File: src/core/port_a_value_cfg.svh
// Purpose: offsets, field positions, reset values for the pin port block
// Assumes: 32-bit APB, one register per aligned word
// Notes:   included by the port modules and the bench
//
// Contract
// direction bit 1 turns the driver off; 0 drives the latch value
// writes to latch register and pin value register both update latch
// latch register reads latch; pin value register reads sampled pins
// analog select set disables that pin's digital input buffer
// analog pins read as zero in the pin value register
// enabled peripheral output overrides latch; pin still readable
// six pin positions, each with direction, latch and value bits
// position 3 is input only; its direction bit always reads one
// pin value register write merges pin levels, stores into latch; code masks pin levels off and stores written bits only
// direction bits steer drivers even while analog is selected
// software keeps analog pins set as inputs
// select bit 7 puts wave output B on position 4, else 0
// select bit 6 puts wave output A on position 5, else 2
// select bit 3 takes timer gate from position 3, else 4
// select bit 1 puts logic cell output on position 4, else 2
// select bit 0 puts oscillator output on position 5, else 1
// select bits never change direction; overrides follow chosen pin
// analog select bits reset to analog mode
// analog select never affects digital output functions
// highest priority peripheral wins a pin with several outputs
// register writes take effect at the next clock edge
`ifndef PORT_A_VALUE_CFG_SVH
`define PORT_A_VALUE_CFG_SVH

`define PORT_OFS_VALUE    12'h000
`define PORT_OFS_DIR      12'h004
`define PORT_OFS_LATCH    12'h008
`define PORT_OFS_ANALOG   12'h00C
`define PORT_OFS_ALTSEL   12'h010

`define PORT_DIR_RST      6'h3F
`define PORT_LATCH_RST    6'h00
`define PORT_ANALOG_RST   6'h3F
`define PORT_ALTSEL_RST   8'h00
`define PORT_ALTSEL_MASK  8'hCB

`define PORT_INPUT_ONLY   3
`define SEL_WAVE_B        7
`define SEL_WAVE_A        6
`define SEL_TIMER_GATE    3
`define SEL_LOGIC_CELL    1
`define SEL_OSC_PERIPH    0

`endif

File: src/core/port_a_value_pkg.sv
// Purpose: shared types of the pin port block
// Assumes: six pin positions
// Notes:   constants live in port_a_value_cfg.svh
package port_a_value_pkg;
    typedef logic [5:0] pins_t;
    typedef logic [7:0] sel_t;
endpackage : port_a_value_pkg

File: src/core/pin_mux.sv
// Purpose: output priority and alternate pin routing for six pins
// Assumes: peripheral enables and data come from on-chip logic
// Notes:   purely combinational
`timescale 1ns/1ns
`include "port_a_value_cfg.svh"
module pin_mux (
    input  wire logic [7:0] i_altsel,
    input  wire logic [5:0] i_dir,
    input  wire logic [5:0] i_latch,
    input  wire logic       i_wave_a,
    input  wire logic       i_wave_a_en,
    input  wire logic       i_wave_b,
    input  wire logic       i_wave_b_en,
    input  wire logic       i_logic_cell,
    input  wire logic       i_logic_cell_en,
    input  wire logic       i_osc_periph,
    input  wire logic       i_osc_periph_en,
    output logic      [5:0] o_out,
    output logic      [5:0] o_oe
);
    logic [5:0] per_en;
    logic [5:0] per_val;

    // per-pin peripheral claim, highest priority checked first
    always_comb begin
        per_en  = 6'h00;
        per_val = 6'h00;
        // position 0: wave B when not moved
        if (i_wave_b_en && !i_altsel[`SEL_WAVE_B]) begin
            per_en[0]  = 1'b1;
            per_val[0] = i_wave_b;
        end
        // position 1: oscillator output when not moved
        if (i_osc_periph_en && !i_altsel[`SEL_OSC_PERIPH]) begin
            per_en[1]  = 1'b1;
            per_val[1] = i_osc_periph;
        end
        // position 2: wave A above logic cell
        if (i_wave_a_en && !i_altsel[`SEL_WAVE_A]) begin
            per_en[2]  = 1'b1;
            per_val[2] = i_wave_a;
        end else if (i_logic_cell_en && !i_altsel[`SEL_LOGIC_CELL]) begin
            per_en[2]  = 1'b1;
            per_val[2] = i_logic_cell;
        end
        // position 4: wave B above logic cell
        if (i_wave_b_en && i_altsel[`SEL_WAVE_B]) begin
            per_en[4]  = 1'b1;
            per_val[4] = i_wave_b;
        end else if (i_logic_cell_en && i_altsel[`SEL_LOGIC_CELL]) begin
            per_en[4]  = 1'b1;
            per_val[4] = i_logic_cell;
        end
        // position 5: wave A above oscillator output
        if (i_wave_a_en && i_altsel[`SEL_WAVE_A]) begin
            per_en[5]  = 1'b1;
            per_val[5] = i_wave_a;
        end else if (i_osc_periph_en && i_altsel[`SEL_OSC_PERIPH]) begin
            per_en[5]  = 1'b1;
            per_val[5] = i_osc_periph;
        end
    end

    // driver follows direction, position 3 always off; analog select plays no part
    always_comb begin
        o_oe  = ~i_dir;
        o_oe[`PORT_INPUT_ONLY] = 1'b0;
        o_out = (per_en & per_val) | (~per_en & i_latch);
    end
endmodule : pin_mux

File: src/core/pin_sync.sv
// Purpose: three-stage input synchroniser with agreement filter
// Assumes: inputs asynchronous to I_CLOCK
// Notes:   a rise counts once stages two and three agree high; a fall counts as soon as they disagree
`timescale 1ns/1ns
module pin_sync #(
    parameter int WIDTH = 6
) (
    input  wire logic             clk,
    input  wire logic             rst,
    input  wire logic [WIDTH-1:0] i_async,
    output logic      [WIDTH-1:0] o_level
);
    typedef struct packed {
        logic [WIDTH-1:0] s1;
        logic [WIDTH-1:0] s2;
        logic [WIDTH-1:0] s3;
        logic [WIDTH-1:0] level;
    } sync_s;

    sync_s st;
    sync_s next_st;

    // shift chain; level ORs in stage two where stages two and three agree and clears where they disagree
    always_comb begin
        next_st = st;
        next_st.s1 = i_async;
        next_st.s2 = st.s1;
        next_st.s3 = st.s2;
        next_st.level = (st.level & ~(st.s2 ^ st.s3))
                      | (st.s2 & ~(st.s2 ^ st.s3));
    end

    always_ff @(posedge clk or posedge rst) begin
        if (rst) begin
            st <= '0;
        end else begin
            st <= next_st;
        end
    end

    assign o_level = st.level;
endmodule : pin_sync

File: src/core/port_a_value_top.sv
// Purpose: six-pin general purpose port with APB register access
// Assumes: APB slave, zero wait states, 250 MHz I_CLOCK
// Notes:   pins arrive asynchronously and pass a three-stage synchroniser
`timescale 1ns/1ns
`include "port_a_value_cfg.svh"
module port_a_value_top (
    input  wire logic        I_CLOCK,
    input  wire logic        I_SYS_RST,
    input  wire logic        i_psel,
    input  wire logic        i_penable,
    input  wire logic        i_pwrite,
    input  wire logic [11:0] i_paddr,
    input  wire logic [31:0] i_pwdata,
    output logic      [31:0] o_prdata,
    output logic             o_pready,
    output logic             o_pslverr,
    input  wire logic [5:0]  i_pin,
    output logic      [5:0]  o_pin,
    output logic      [5:0]  o_pin_oe,
    input  wire logic        i_wave_a,
    input  wire logic        i_wave_a_en,
    input  wire logic        i_wave_b,
    input  wire logic        i_wave_b_en,
    input  wire logic        i_logic_cell,
    input  wire logic        i_logic_cell_en,
    input  wire logic        i_osc_periph,
    input  wire logic        i_osc_periph_en,
    output logic             o_timer_gate_input,
    output logic      [5:0]  o_digital_in
);
    typedef struct packed {
        port_a_value_pkg::pins_t dir;
        port_a_value_pkg::pins_t latch;
        port_a_value_pkg::pins_t analog;
        port_a_value_pkg::sel_t  altsel;
        logic [31:0]      rdata;
        logic             slverr;
    } port_s;

    port_s st;
    port_s next_st;

    port_a_value_pkg::pins_t pin_level;
    port_a_value_pkg::pins_t pin_read;
    port_a_value_pkg::pins_t dir_view;
    logic             wr_acc;
    logic             rd_acc;
    logic             hit;

    // pin inputs cross into the clock domain
    pin_sync #(
        .WIDTH   (6)
    ) u_sync (
        .clk     (I_CLOCK),
        .rst     (I_SYS_RST),
        .i_async (i_pin),
        .o_level (pin_level)
    );

    // output steering and driver enables
    pin_mux u_mux (
        .i_altsel        (st.altsel),
        .i_dir           (dir_view),
        .i_latch         (st.latch),
        .i_wave_a        (i_wave_a),
        .i_wave_a_en     (i_wave_a_en),
        .i_wave_b        (i_wave_b),
        .i_wave_b_en     (i_wave_b_en),
        .i_logic_cell    (i_logic_cell),
        .i_logic_cell_en (i_logic_cell_en),
        .i_osc_periph    (i_osc_periph),
        .i_osc_periph_en (i_osc_periph_en),
        .o_out           (o_pin),
        .o_oe            (o_pin_oe)
    );

    // digital input buffer, blocked where analog is selected
    always_comb begin
        pin_read = pin_level & ~st.analog;
        dir_view = st.dir;
        dir_view[`PORT_INPUT_ONLY] = 1'b1;
    end

    // decode of write access phase, read setup phase and address hit
    always_comb begin
        wr_acc = i_psel && i_penable && i_pwrite;
        rd_acc = i_psel && !i_penable && !i_pwrite;
        hit = (i_paddr == `PORT_OFS_VALUE) || (i_paddr == `PORT_OFS_DIR)
            || (i_paddr == `PORT_OFS_LATCH)
            || (i_paddr == `PORT_OFS_ANALOG)
            || (i_paddr == `PORT_OFS_ALTSEL);
    end

    // register writes in access phase, read data capture in setup phase
    always_comb begin
        next_st = st;
        if (wr_acc) begin
            if (i_paddr == `PORT_OFS_VALUE) begin
                // pin bits masked to zero; only the six written bits land in latch
                next_st.latch = (pin_read & 6'h00) | i_pwdata[5:0];
            end else if (i_paddr == `PORT_OFS_LATCH) begin
                next_st.latch = i_pwdata[5:0];
            end else if (i_paddr == `PORT_OFS_DIR) begin
                next_st.dir = i_pwdata[5:0];
            end else if (i_paddr == `PORT_OFS_ANALOG) begin
                next_st.analog = i_pwdata[5:0];
            end else if (i_paddr == `PORT_OFS_ALTSEL) begin
                next_st.altsel = i_pwdata[7:0] & `PORT_ALTSEL_MASK;
            end
        end
        if (i_psel && !i_penable) begin
            next_st.slverr = !hit;
        end
        if (rd_acc) begin
            next_st.rdata = 32'h0000_0000;
            if (i_paddr == `PORT_OFS_VALUE) begin
                next_st.rdata[5:0] = pin_read;
            end else if (i_paddr == `PORT_OFS_DIR) begin
                next_st.rdata[5:0] = dir_view;
            end else if (i_paddr == `PORT_OFS_LATCH) begin
                next_st.rdata[5:0] = st.latch;
            end else if (i_paddr == `PORT_OFS_ANALOG) begin
                next_st.rdata[5:0] = st.analog;
            end else if (i_paddr == `PORT_OFS_ALTSEL) begin
                next_st.rdata[7:0] = st.altsel;
            end
        end
    end

    always_ff @(posedge I_CLOCK or posedge I_SYS_RST) begin
        if (I_SYS_RST) begin
            st.dir    <= `PORT_DIR_RST;
            st.latch  <= `PORT_LATCH_RST;
            st.analog <= `PORT_ANALOG_RST;
            st.altsel <= `PORT_ALTSEL_RST;
            st.rdata  <= 32'h0000_0000;
            st.slverr <= 1'b0;
        end else begin
            st <= next_st;
        end
    end

    // answers: always ready, error flagged for unmapped offsets
    assign o_pready  = 1'b1;
    assign o_prdata  = st.rdata;
    assign o_pslverr = st.slverr && i_psel && i_penable;

    // timer gate input taken from the selected pin
    assign o_timer_gate_input = st.altsel[`SEL_TIMER_GATE] ? pin_read[3]
                                                           : pin_read[4];
    assign o_digital_in = pin_read;

    // latch register write lands on the next edge
    a_latch_write: assert property (@(posedge I_CLOCK) disable iff (I_SYS_RST)
        wr_acc && i_paddr == `PORT_OFS_LATCH |=> st.latch == $past(i_pwdata[5:0]))
        else $error("latch write did not land");
    // position 3 never driven
    a_in_only_pin: assert property (@(posedge I_CLOCK) disable iff (I_SYS_RST)
        !o_pin_oe[3])
        else $error("input only pin driven");
    // driver enable tracks direction, analog ignored
    a_dir_drive: assert property (@(posedge I_CLOCK) disable iff (I_SYS_RST)
        o_pin_oe[0] == !st.dir[0])
        else $error("driver does not follow direction");
    // analog pins read zero
    a_analog_zero: assert property (@(posedge I_CLOCK) disable iff (I_SYS_RST)
        rd_acc && i_paddr == `PORT_OFS_VALUE && st.analog[1]
        |=> !o_prdata[1])
        else $error("analog pin read as one");
    // direction read shows bit 3 set
    a_dir_read: assert property (@(posedge I_CLOCK) disable iff (I_SYS_RST)
        rd_acc && i_paddr == `PORT_OFS_DIR |=> o_prdata[3])
        else $error("direction bit 3 read as zero");
    // select write leaves direction alone
    a_sel_keep_dir: assert property (@(posedge I_CLOCK) disable iff (I_SYS_RST)
        wr_acc && i_paddr == `PORT_OFS_ALTSEL |=> $stable(st.dir))
        else $error("select write changed direction");
    // value write updates latch like latch write
    a_value_write: assert property (@(posedge I_CLOCK) disable iff (I_SYS_RST)
        wr_acc && i_paddr == `PORT_OFS_VALUE |=> st.latch == $past(i_pwdata[5:0]))
        else $error("value write did not reach latch");
    // peripheral wins over latch on position 1
    a_osc_override: assert property (@(posedge I_CLOCK) disable iff (I_SYS_RST)
        i_osc_periph_en && !st.altsel[0] |-> o_pin[1] == i_osc_periph)
        else $error("oscillator output not on position 1");
    // timer gate from position 4 when select clear
    a_gate_route: assert property (@(posedge I_CLOCK) disable iff (I_SYS_RST)
        !st.altsel[3] |-> o_timer_gate_input == pin_read[4])
        else $error("timer gate from wrong pin");
endmodule : port_a_value_top

File: config.mk
export PLATFORM = sky130hd
export DESIGN_NAME = port_a_value_top
export DESIGN_NICKNAME = d
export VERILOG_FILES = /design/src/core/port_a_value_pkg.sv /design/src/core/pin_mux.sv /design/src/core/pin_sync.sv /design/src/core/port_a_value_top.sv
export VERILOG_INCLUDE_DIRS = /design/src /design/src/core
export SDC_FILE = /design/constraint.sdc
export NUM_CORES = 1
export LEC_CHECK = 0
export BUFFER_PORTS_ARGS = -buffer_cell sky130_fd_sc_hd__buf_2
export CORE_ASPECT_RATIO = 0.9
export CORE_MARGIN = 3
export CORE_UTILIZATION = 52
export DETAILED_ROUTE_END_ITERATION = 8
export PLACE_DENSITY = 0.86
export SYNTH_ARGS = -nofsm -noshare
export SYNTH_HDL_FRONTEND = slang
export SYNTH_HIERARCHICAL = 1
export SYNTH_SLANG_ARGS = --single-unit
File: constraint.sdc
create_clock -name I_CLOCK -period 4.75 [get_ports I_CLOCK]
set_clock_uncertainty 0.2 [all_clocks]
set_input_delay 0.2375 -clock I_CLOCK [delete_from_list [all_inputs] [get_ports I_CLOCK]]
set_output_delay 0.2375 -clock I_CLOCK [all_outputs]
set_load 0.005 [all_outputs]
==> results of run 1 <==
timing repair:
action | in CTS | in global routing
hold buffers | 14 | 0
hold endpoints to repair | 67 | 0
gates resized for setup | 0 | 0
setup buffers | 0 | 0
setup endpoints to repair | 0 | 0
worst min-delay path by stage:
| stage | slack, ns | from | to |
|---|---|---|---|
| 2_1_floorplan | 0.05 | I_SYS_RST | u_sync/next_st[10] |
| 3_3_place_gp | 0.13 | u_sync/next_st[12] | u_sync/next_st[6] |
| 3_5_place_dp | 0.13 | u_sync/next_st[17] | u_sync/next_st[11] |
| 4_1_cts | 0.002 | i_pwdata[0] | st[33] |
| 5_1_grt | 0.004 | i_pwdata[0] | dir_view[0] |
| 6_report | 0.02 | i_pwdata[0] | st[33] |
critical path, delay by kind of cell:
| kind | cells | cell delay, ns |
|---|---|---|
| buffers and inverters | 1 | 0.22 |
| muxes | 1 | 0.40 |
| and+or+nand+nor | 3 | 0.96 |
through the flow:
stage	instance area (µm²)	cells	total power (µW)	setup WS, ns	util (%)
CTS	3200	378	865	2.94	63.7
global route	3200	378	899	2.84	63.7
floorplan	2880	271	582	2.93	-
finish	3200	378	852	2.94	63.7
detailed placement	2970	356	599	2.61	59.2
global placement	2970	356	594	2.59	59.2
cell families (layout without fill, tap and decap cells):
logic type               after synthesis  after routing  share of synthesized area, %
other                                  3             26                         0.403
adder cells (fa/ha/maj)                6              6                          2.69
AND/OR/NAND/NOR                       57             57                          12.0
AO/OA/AOI/OAI                         32             32                          7.65
multiplexers                          30             30                          13.2
flip-flops                            55             55                          49.7
buffers and inverters                 65            107                          14.3
registers in the layout, indices dropped and copies added (netlist names):
name and flops:
dir_view 5, o_prdata 8, st 18, u_sync/next_st 12
u_sync/o_level 6, u_sync/st 6
power breakdown:
group | internal (µW) | switching (µW)
Clock | 103 | 151
Sequential | 485 | 8.20
Combinational | 48.6 | 56.4
Total | 636 | 216
metal layers:
| metal | global-route usage (%) | vias to the layer above |
|---|---|---|
| li1 | - | 900 |
| met1 | 20.5 | 926 |
| met2 | 30.9 | 61 |
| met3 | 5.19 | 8 |
| met4 | 6.17 | 0 |
| met5 | 0 | - |
layout by cell type (no fill, tap or decap), drive strengths merged, types with 4 or more instances in the layout:
master / instances
conb: 26
a21o: 6
ha: 6
nor2: 11
dfstp: 11
a31oi: 7
dfrtp: 44
clkbuf: 5
mux2i: 4
nand3: 4
nor2b: 7
nand2b: 5
buf: 66
inv: 19
nor3: 6
o21ai: 7
dlygate4sd3: 14
mux2: 23
nand2: 15
final cells by class:
class	count	area, µm²
Clock inverter	3	20.0
Sequential cell	55	1390
Fill cell	402	1820
Clock buffer	5	68.8
Inverter	19	71.3
Timing Repair Buffer	80	473
Multi-Input combinational cell	151	1090
Tap cell	65	81.3
==> impl_results.md, run 1 <==
- Status: complete, no violations
- Worst slew pin tran: 0.859 ns
- Area growth from synthesis to final layout: 14.4%
- Max clock buf depth: 2
- Remaining Overflow, GRT: 0
- Post-detail-place hpwl: 4100 µm
- Fmax: 551 MHz
- CP max stage cell: nor3_2
- Total Wirelength: 5320 µm
- Cell Pwr Density: 267 nW/µm²
- Final hold vios: 0
- Top post-synthesis cells by count: 44 x dfrtp_1, 41 x buf_4, 22 x mux2_2
- Critical Path End Type: register
- Core ar.: 5010 µm²
- Die Y: 75.6 µm
- Post-synthesis instance total: 248
- Synth warnings: 6
- Die Area: 6290 µm²
- Root Buffer: clkbuf_8
- Number of I/O pins: 116
- CP Cell Sequence: buf_2, nor2_1, nand3_1, nor3_2, mux2_2
- Yosys reg bits: 55
- Arrival time of the worst setup path: 1.81 ns
- ANT nets after route: 0
- Final min period: 1.81 ns
- TNS Setup: 0 ns
- # rows: 24
- Synth top area share: 39.4%
- Die Span X: 83.3 µm
- Reg-to-reg endpoint: o_prdata[4]
- Worst hold path type: primary input to register
- Hold path depth: 2
- Met3 Wirelength: 347 µm
- RSZ-0062 raised after global routing: no
- DRC Markers: 0
- CP required: 4.75 ns
- Mean Syn Cell Area: 11.3 µm²
- Hold Slack: 0.0165 ns
- Initial Util: 55.7%
- CP Class: primary input to register
- Worst-path clk slew: 0.09 ns
- Setup crit start: i_paddr[2]
- Crit Path Max Fanout: 16
- GRT Util Overall: 17.3%
- Clock Latency Late Sink: 0.31 ns
- DR WL/cell: 14.1 µm
- TritonRoute pass-1 iters: 4
- Pleak: 0.00163 µW
- Number of distinct library cells after synthesis: 36
- Fin. max-slew vios: 0
- Sequential share of the synthesized area: 49.7%
- CP Launch Type: primary input
- Crit share post-route: 38.2%
- Pin count of the biggest net entering global routing: 32
- CTS Sinks: 55
- Via density: 5.01
- Initial antenna violation count: 0
- Flop-to-flop setup slack: 3.13 ns
- Mapped Area: 2800 µm²
- Top-count cell post-synth: dfrtp_1
- VDD IR max: 0.221 mV
- Met2 wire length: 2740 µm
- Via count: 1895
- Met1 Wirelength: 2140 µm
- CTS buffer count: 5
- H-tree lvl count: 2
- Highest metal used: met4
- Primary FF master, synth: dfrtp_1
- Leading area contributor after synthesis: dfrtp_1
- Final setup viols: 0
- First-pass GRT wire length: 8450 µm
- Starting DRT DRC Count: 122
- CTS tree: yes
- Gpl congestion: 0.820
- Fraction of registers with async set/reset: 100%
- Number of global-route vias before repair: 1825
- Layout cell share with drive strength beyond 1: 37.7%
- Worst reg2reg path startpoint: st[45]
- CP peak stage delay: 0.42 ns
- Slew margin rel.: 42.7%
- Diode count: 0
- Area contributors post-synth: dfrtp_1 39%, buf_4 11%, dfstp_2 10%
- Nets: 381
- Port Buf Inserts: 65
- Number of synthesized flops with an enable pin: 0
- Critical Path Sink: st[36]
- Maxcap violations: 0
- Reg2reg path depth: 5
No activity file was read; power rests on OpenSTA's default activity.
==> inputs of run 2 (changes only) <==
--- a/config.mk
+++ b/config.mk
@@ -9,9 +9,9 @@
 export BUFFER_PORTS_ARGS = -buffer_cell sky130_fd_sc_hd__buf_2
 export CORE_ASPECT_RATIO = 0.9
 export CORE_MARGIN = 3
-export CORE_UTILIZATION = 52
+export CORE_UTILIZATION = 43
 export DETAILED_ROUTE_END_ITERATION = 8
-export PLACE_DENSITY = 0.86
+export PLACE_DENSITY = 0.76
 export SYNTH_ARGS = -nofsm -noshare
 export SYNTH_HDL_FRONTEND = slang
 export SYNTH_HIERARCHICAL = 1
==> constraint.sdc (replaced) <==
create_clock -name I_CLOCK -period 1.5 [get_ports I_CLOCK]
set_clock_uncertainty 0.2 [all_clocks]
set_input_delay 0.075 -clock I_CLOCK [delete_from_list [all_inputs] [get_ports I_CLOCK]]
set_output_delay 0.075 -clock I_CLOCK [all_outputs]
set_load 0.005 [all_outputs]
==> run 2 against run 1 <==
  * The run now ends with negative setup slack left
  * Sequential share of layout area decreased by 5.3 points
  * Utilization down 5.2 points
  * Die area grew 19%
  * Clock-buffer cell count did not move
  * Global-route usage shrank 2.4 points
  * Combinational power increased to 3.8 times the previous value
  * Cell area rose by 14%
  * Largest power group unchanged
  * Highest routed layer unchanged
==> impl_results.md, run 2 (synthesis gave the netlist of run 1 again) <==
- # rows: 27 (+13%)
- Maxcap violations: 0 (unchanged)
- Via density: 4.65 (-7.2%)
- CP Cell Sequence: nand2b_4, inv_2, mux4_2, nand2_1, o21ai_1
- Tot Pwr: 2990 µW (+250%)
- Number of global-route vias before repair: 1871 (+2.5%)
- Grt peak-use layer: met2
- Pin count of the biggest net entering global routing: 32 (unchanged)
- Routing usage on met1: 19.1% (-1.3 points)
- Diode count: 0 (unchanged)
- ANT nets after route: 0 (unchanged)
- Final min period: 1.58 ns
- Remaining Overflow, GRT: 0 (unchanged)
- First-pass GRT wire length: 8890 µm (+5.2%)
- Net Sw Frac: 24.6% (-0.73 points)
- DRC Markers: 0 (unchanged)
- Initial antenna violation count: 0 (unchanged)
- CP Launch Type: register
- Fmax: 635 MHz
- Area growth from synthesis to final layout: 30.2%
- Fin. max-slew vios: 0 (unchanged)
- Met2 Track Usage GR: 26.1% (-4.8 points)
- Die Area: 7500 µm² (+19%)
- CTS buffer count: 5 (unchanged)
- Met3 GRT Util: 3.44% (-1.7 points)
- Clock power share: 34.5% (+4.7 points)
- Cell Pwr Density: 821 nW/µm² (+210%)
- VDD IR max: 0.498 mV (+130%)
- Final worst slack: -0.0755 ns (-3.01 ns)
- CP peak stage delay: 0.55 ns (+0.13 ns)
- Final core occ: 58.6% (-5.2 points)
- Worst hold path type: primary input to register
- CP Class: register to register
- NetSw: 736 µW (+240%)
- Max FFs per register: 18 (unchanged)
- Arrival time of the worst setup path: 1.58 ns (-0.23 ns)
- Core ar.: 6220 µm² (+24%)
- TritonRoute pass-1 iters: 4 (unchanged)
- Crit share post-route: 105%
- Gpl congestion: 0.781 (-4.8%)
- RSZ-0062 raised after global routing: yes
- Die Span X: 91.0 µm (+9.3%)
- CTS Sinks: 55 (unchanged)
- Internal Power: 2250 µW (+250%)
- Layout cell share with drive strength beyond 1: 44.8% (+7.1 points)
- Port Buf Inserts: 65 (unchanged)
- Via count: 2015 (+6.3%)
- Die Y: 82.5 µm (+9.2%)
- CP max stage cell: dfstp_2
- Final setup viols: 7 (+7)
- Final hold vios: 0 (unchanged)
- Initial Util: 45.0% (-11 points)
- H-tree lvl count: 2 (unchanged)
- Failing checks: negative setup slack
- Root Buffer: clkbuf_8
- DR WL/cell: 13.2 µm (-6.4%)
- Total Wirelength: 5700 µm (+7.2%)
- Most frequent cells in the layout: 62 x buf_2, 43 x dfrtp_1, 26 x conb_1
- Top reg by flops: st
- Nets: 414 (+8.7%)
- Crit Path Max Fanout: 2 (-14)
- Starting DRT DRC Count: 107 (-12%)
- Reg power frac: 52.3% (-5.6 points)
- Worst-path clk slew: 0.10 ns (about the same)
- Pleak: 0.00183 µW (+12%)
- Commonest non-fill, non-tap cell in the layout: buf_2
- Number of I/O pins: 116 (unchanged)
- Status: finished with violations
- Clock Latency Late Sink: 0.31 ns (about the same)
- Max clock buf depth: 2 (unchanged)
- GRT Util Overall: 14.9% (-2.4 points)
- CP required: 1.50 ns (-3.25 ns)
- Gate power share: 13.2% (+0.9 points)
- Critical Path End Type: register
- Post-detail-place hpwl: 4170 µm (+1.9%)
- CTS tree: yes
==> run 2: cell types whose count changed in the layout (fill, tap and decap cells not counted), sizes merged <==
cell         before  now
clkinv            1    0
inv              19   21
bufinv            0    1
buf              66   92
dlygate4sd3      14   21
clkinvlp          2    0
==> run 2: metrics by stage <==
stage	setup slack [ns]	std cells	hold WS (ns)	TNS, ns	cell area [µm²]
after CTS	-0.0827	431	0.0123	-0.264	3580
final	-0.0755	433	0.0242	-0.214	3640
after global routing	-0.127	433	0.0309	-0.735	3640
after global placement	-0.284	400	-0.0610	-4.59	3190
after detailed placement	-0.317	400	-0.0569	-5.24	3190
after floorplan	-0.131	271	-0.110	-2.47	2900
==> run 2: worst paths after layout <==
check | startpoint | to | slack (ns) | cells past startpoint
worst max-delay path | st[45] | o_prdata[4] | -0.08 | 5
worst min-delay path | i_paddr[4] | st[0] | 0.02 | 4
worst max register to register | st[45] | o_prdata[4] | -0.08 | 5
worst min register to register | u_sync/next_st[12] | u_sync/next_st[6] | 0.16 | 0
max in group asynchronous | I_SYS_RST | st[41] | 0.59 | 4
min in group asynchronous | I_SYS_RST | u_sync/o_level[4] | 0.14 | 4
==> run 2: power groups by stage <==
stage	clock network (µW)	registers (µW)	logic (µW)
global route	1130	1570	444
floorplan	0	1580	266
CTS	1060	1560	392
finish	1030	1560	394
global placement	0	1590	333
detailed placement	0	1590	341
==> run 2: cell type report <==
type | instances | area (µm²)
clock buffers | 5 | 68.8
clock inverters | 3 | 50.0
fillers | 507 | 2580
inverters | 19 | 71.3
multi-input cells | 151 | 1180
flip-flops and latches | 55 | 1390
well taps | 87 | 109
repair buffers | 113 | 773
==> run 2: per-layer routing <==
layer  share of wire, %  up-vias
met2                 48       76
met4               0.51        0
met3                6.8        4
li1                   -      972
met5                  0        -
met1                 44      963
==> run 2: what timing repair did <==
action	4_1_cts	5_1_grt
pin swaps	0	4
hold endpoints to repair	87	0
endpoints found under the setup margin	8	15
buffers inserted	2	2
hold buffers	21	0
gates resized for setup	9	10
==> run 2: worst max-delay path: cells and delay by family (launching register included) <==
| kind | cells | cell delay (ns) |
|---|---|---|
| DFF | 1 | 0.55 |
| buffers and inverters | 1 | 0.03 |
| muxes | 1 | 0.45 |
| AOI/OAI and AO/OA | 1 | 0.05 |
| and+or+nand+nor | 2 | 0.19 |
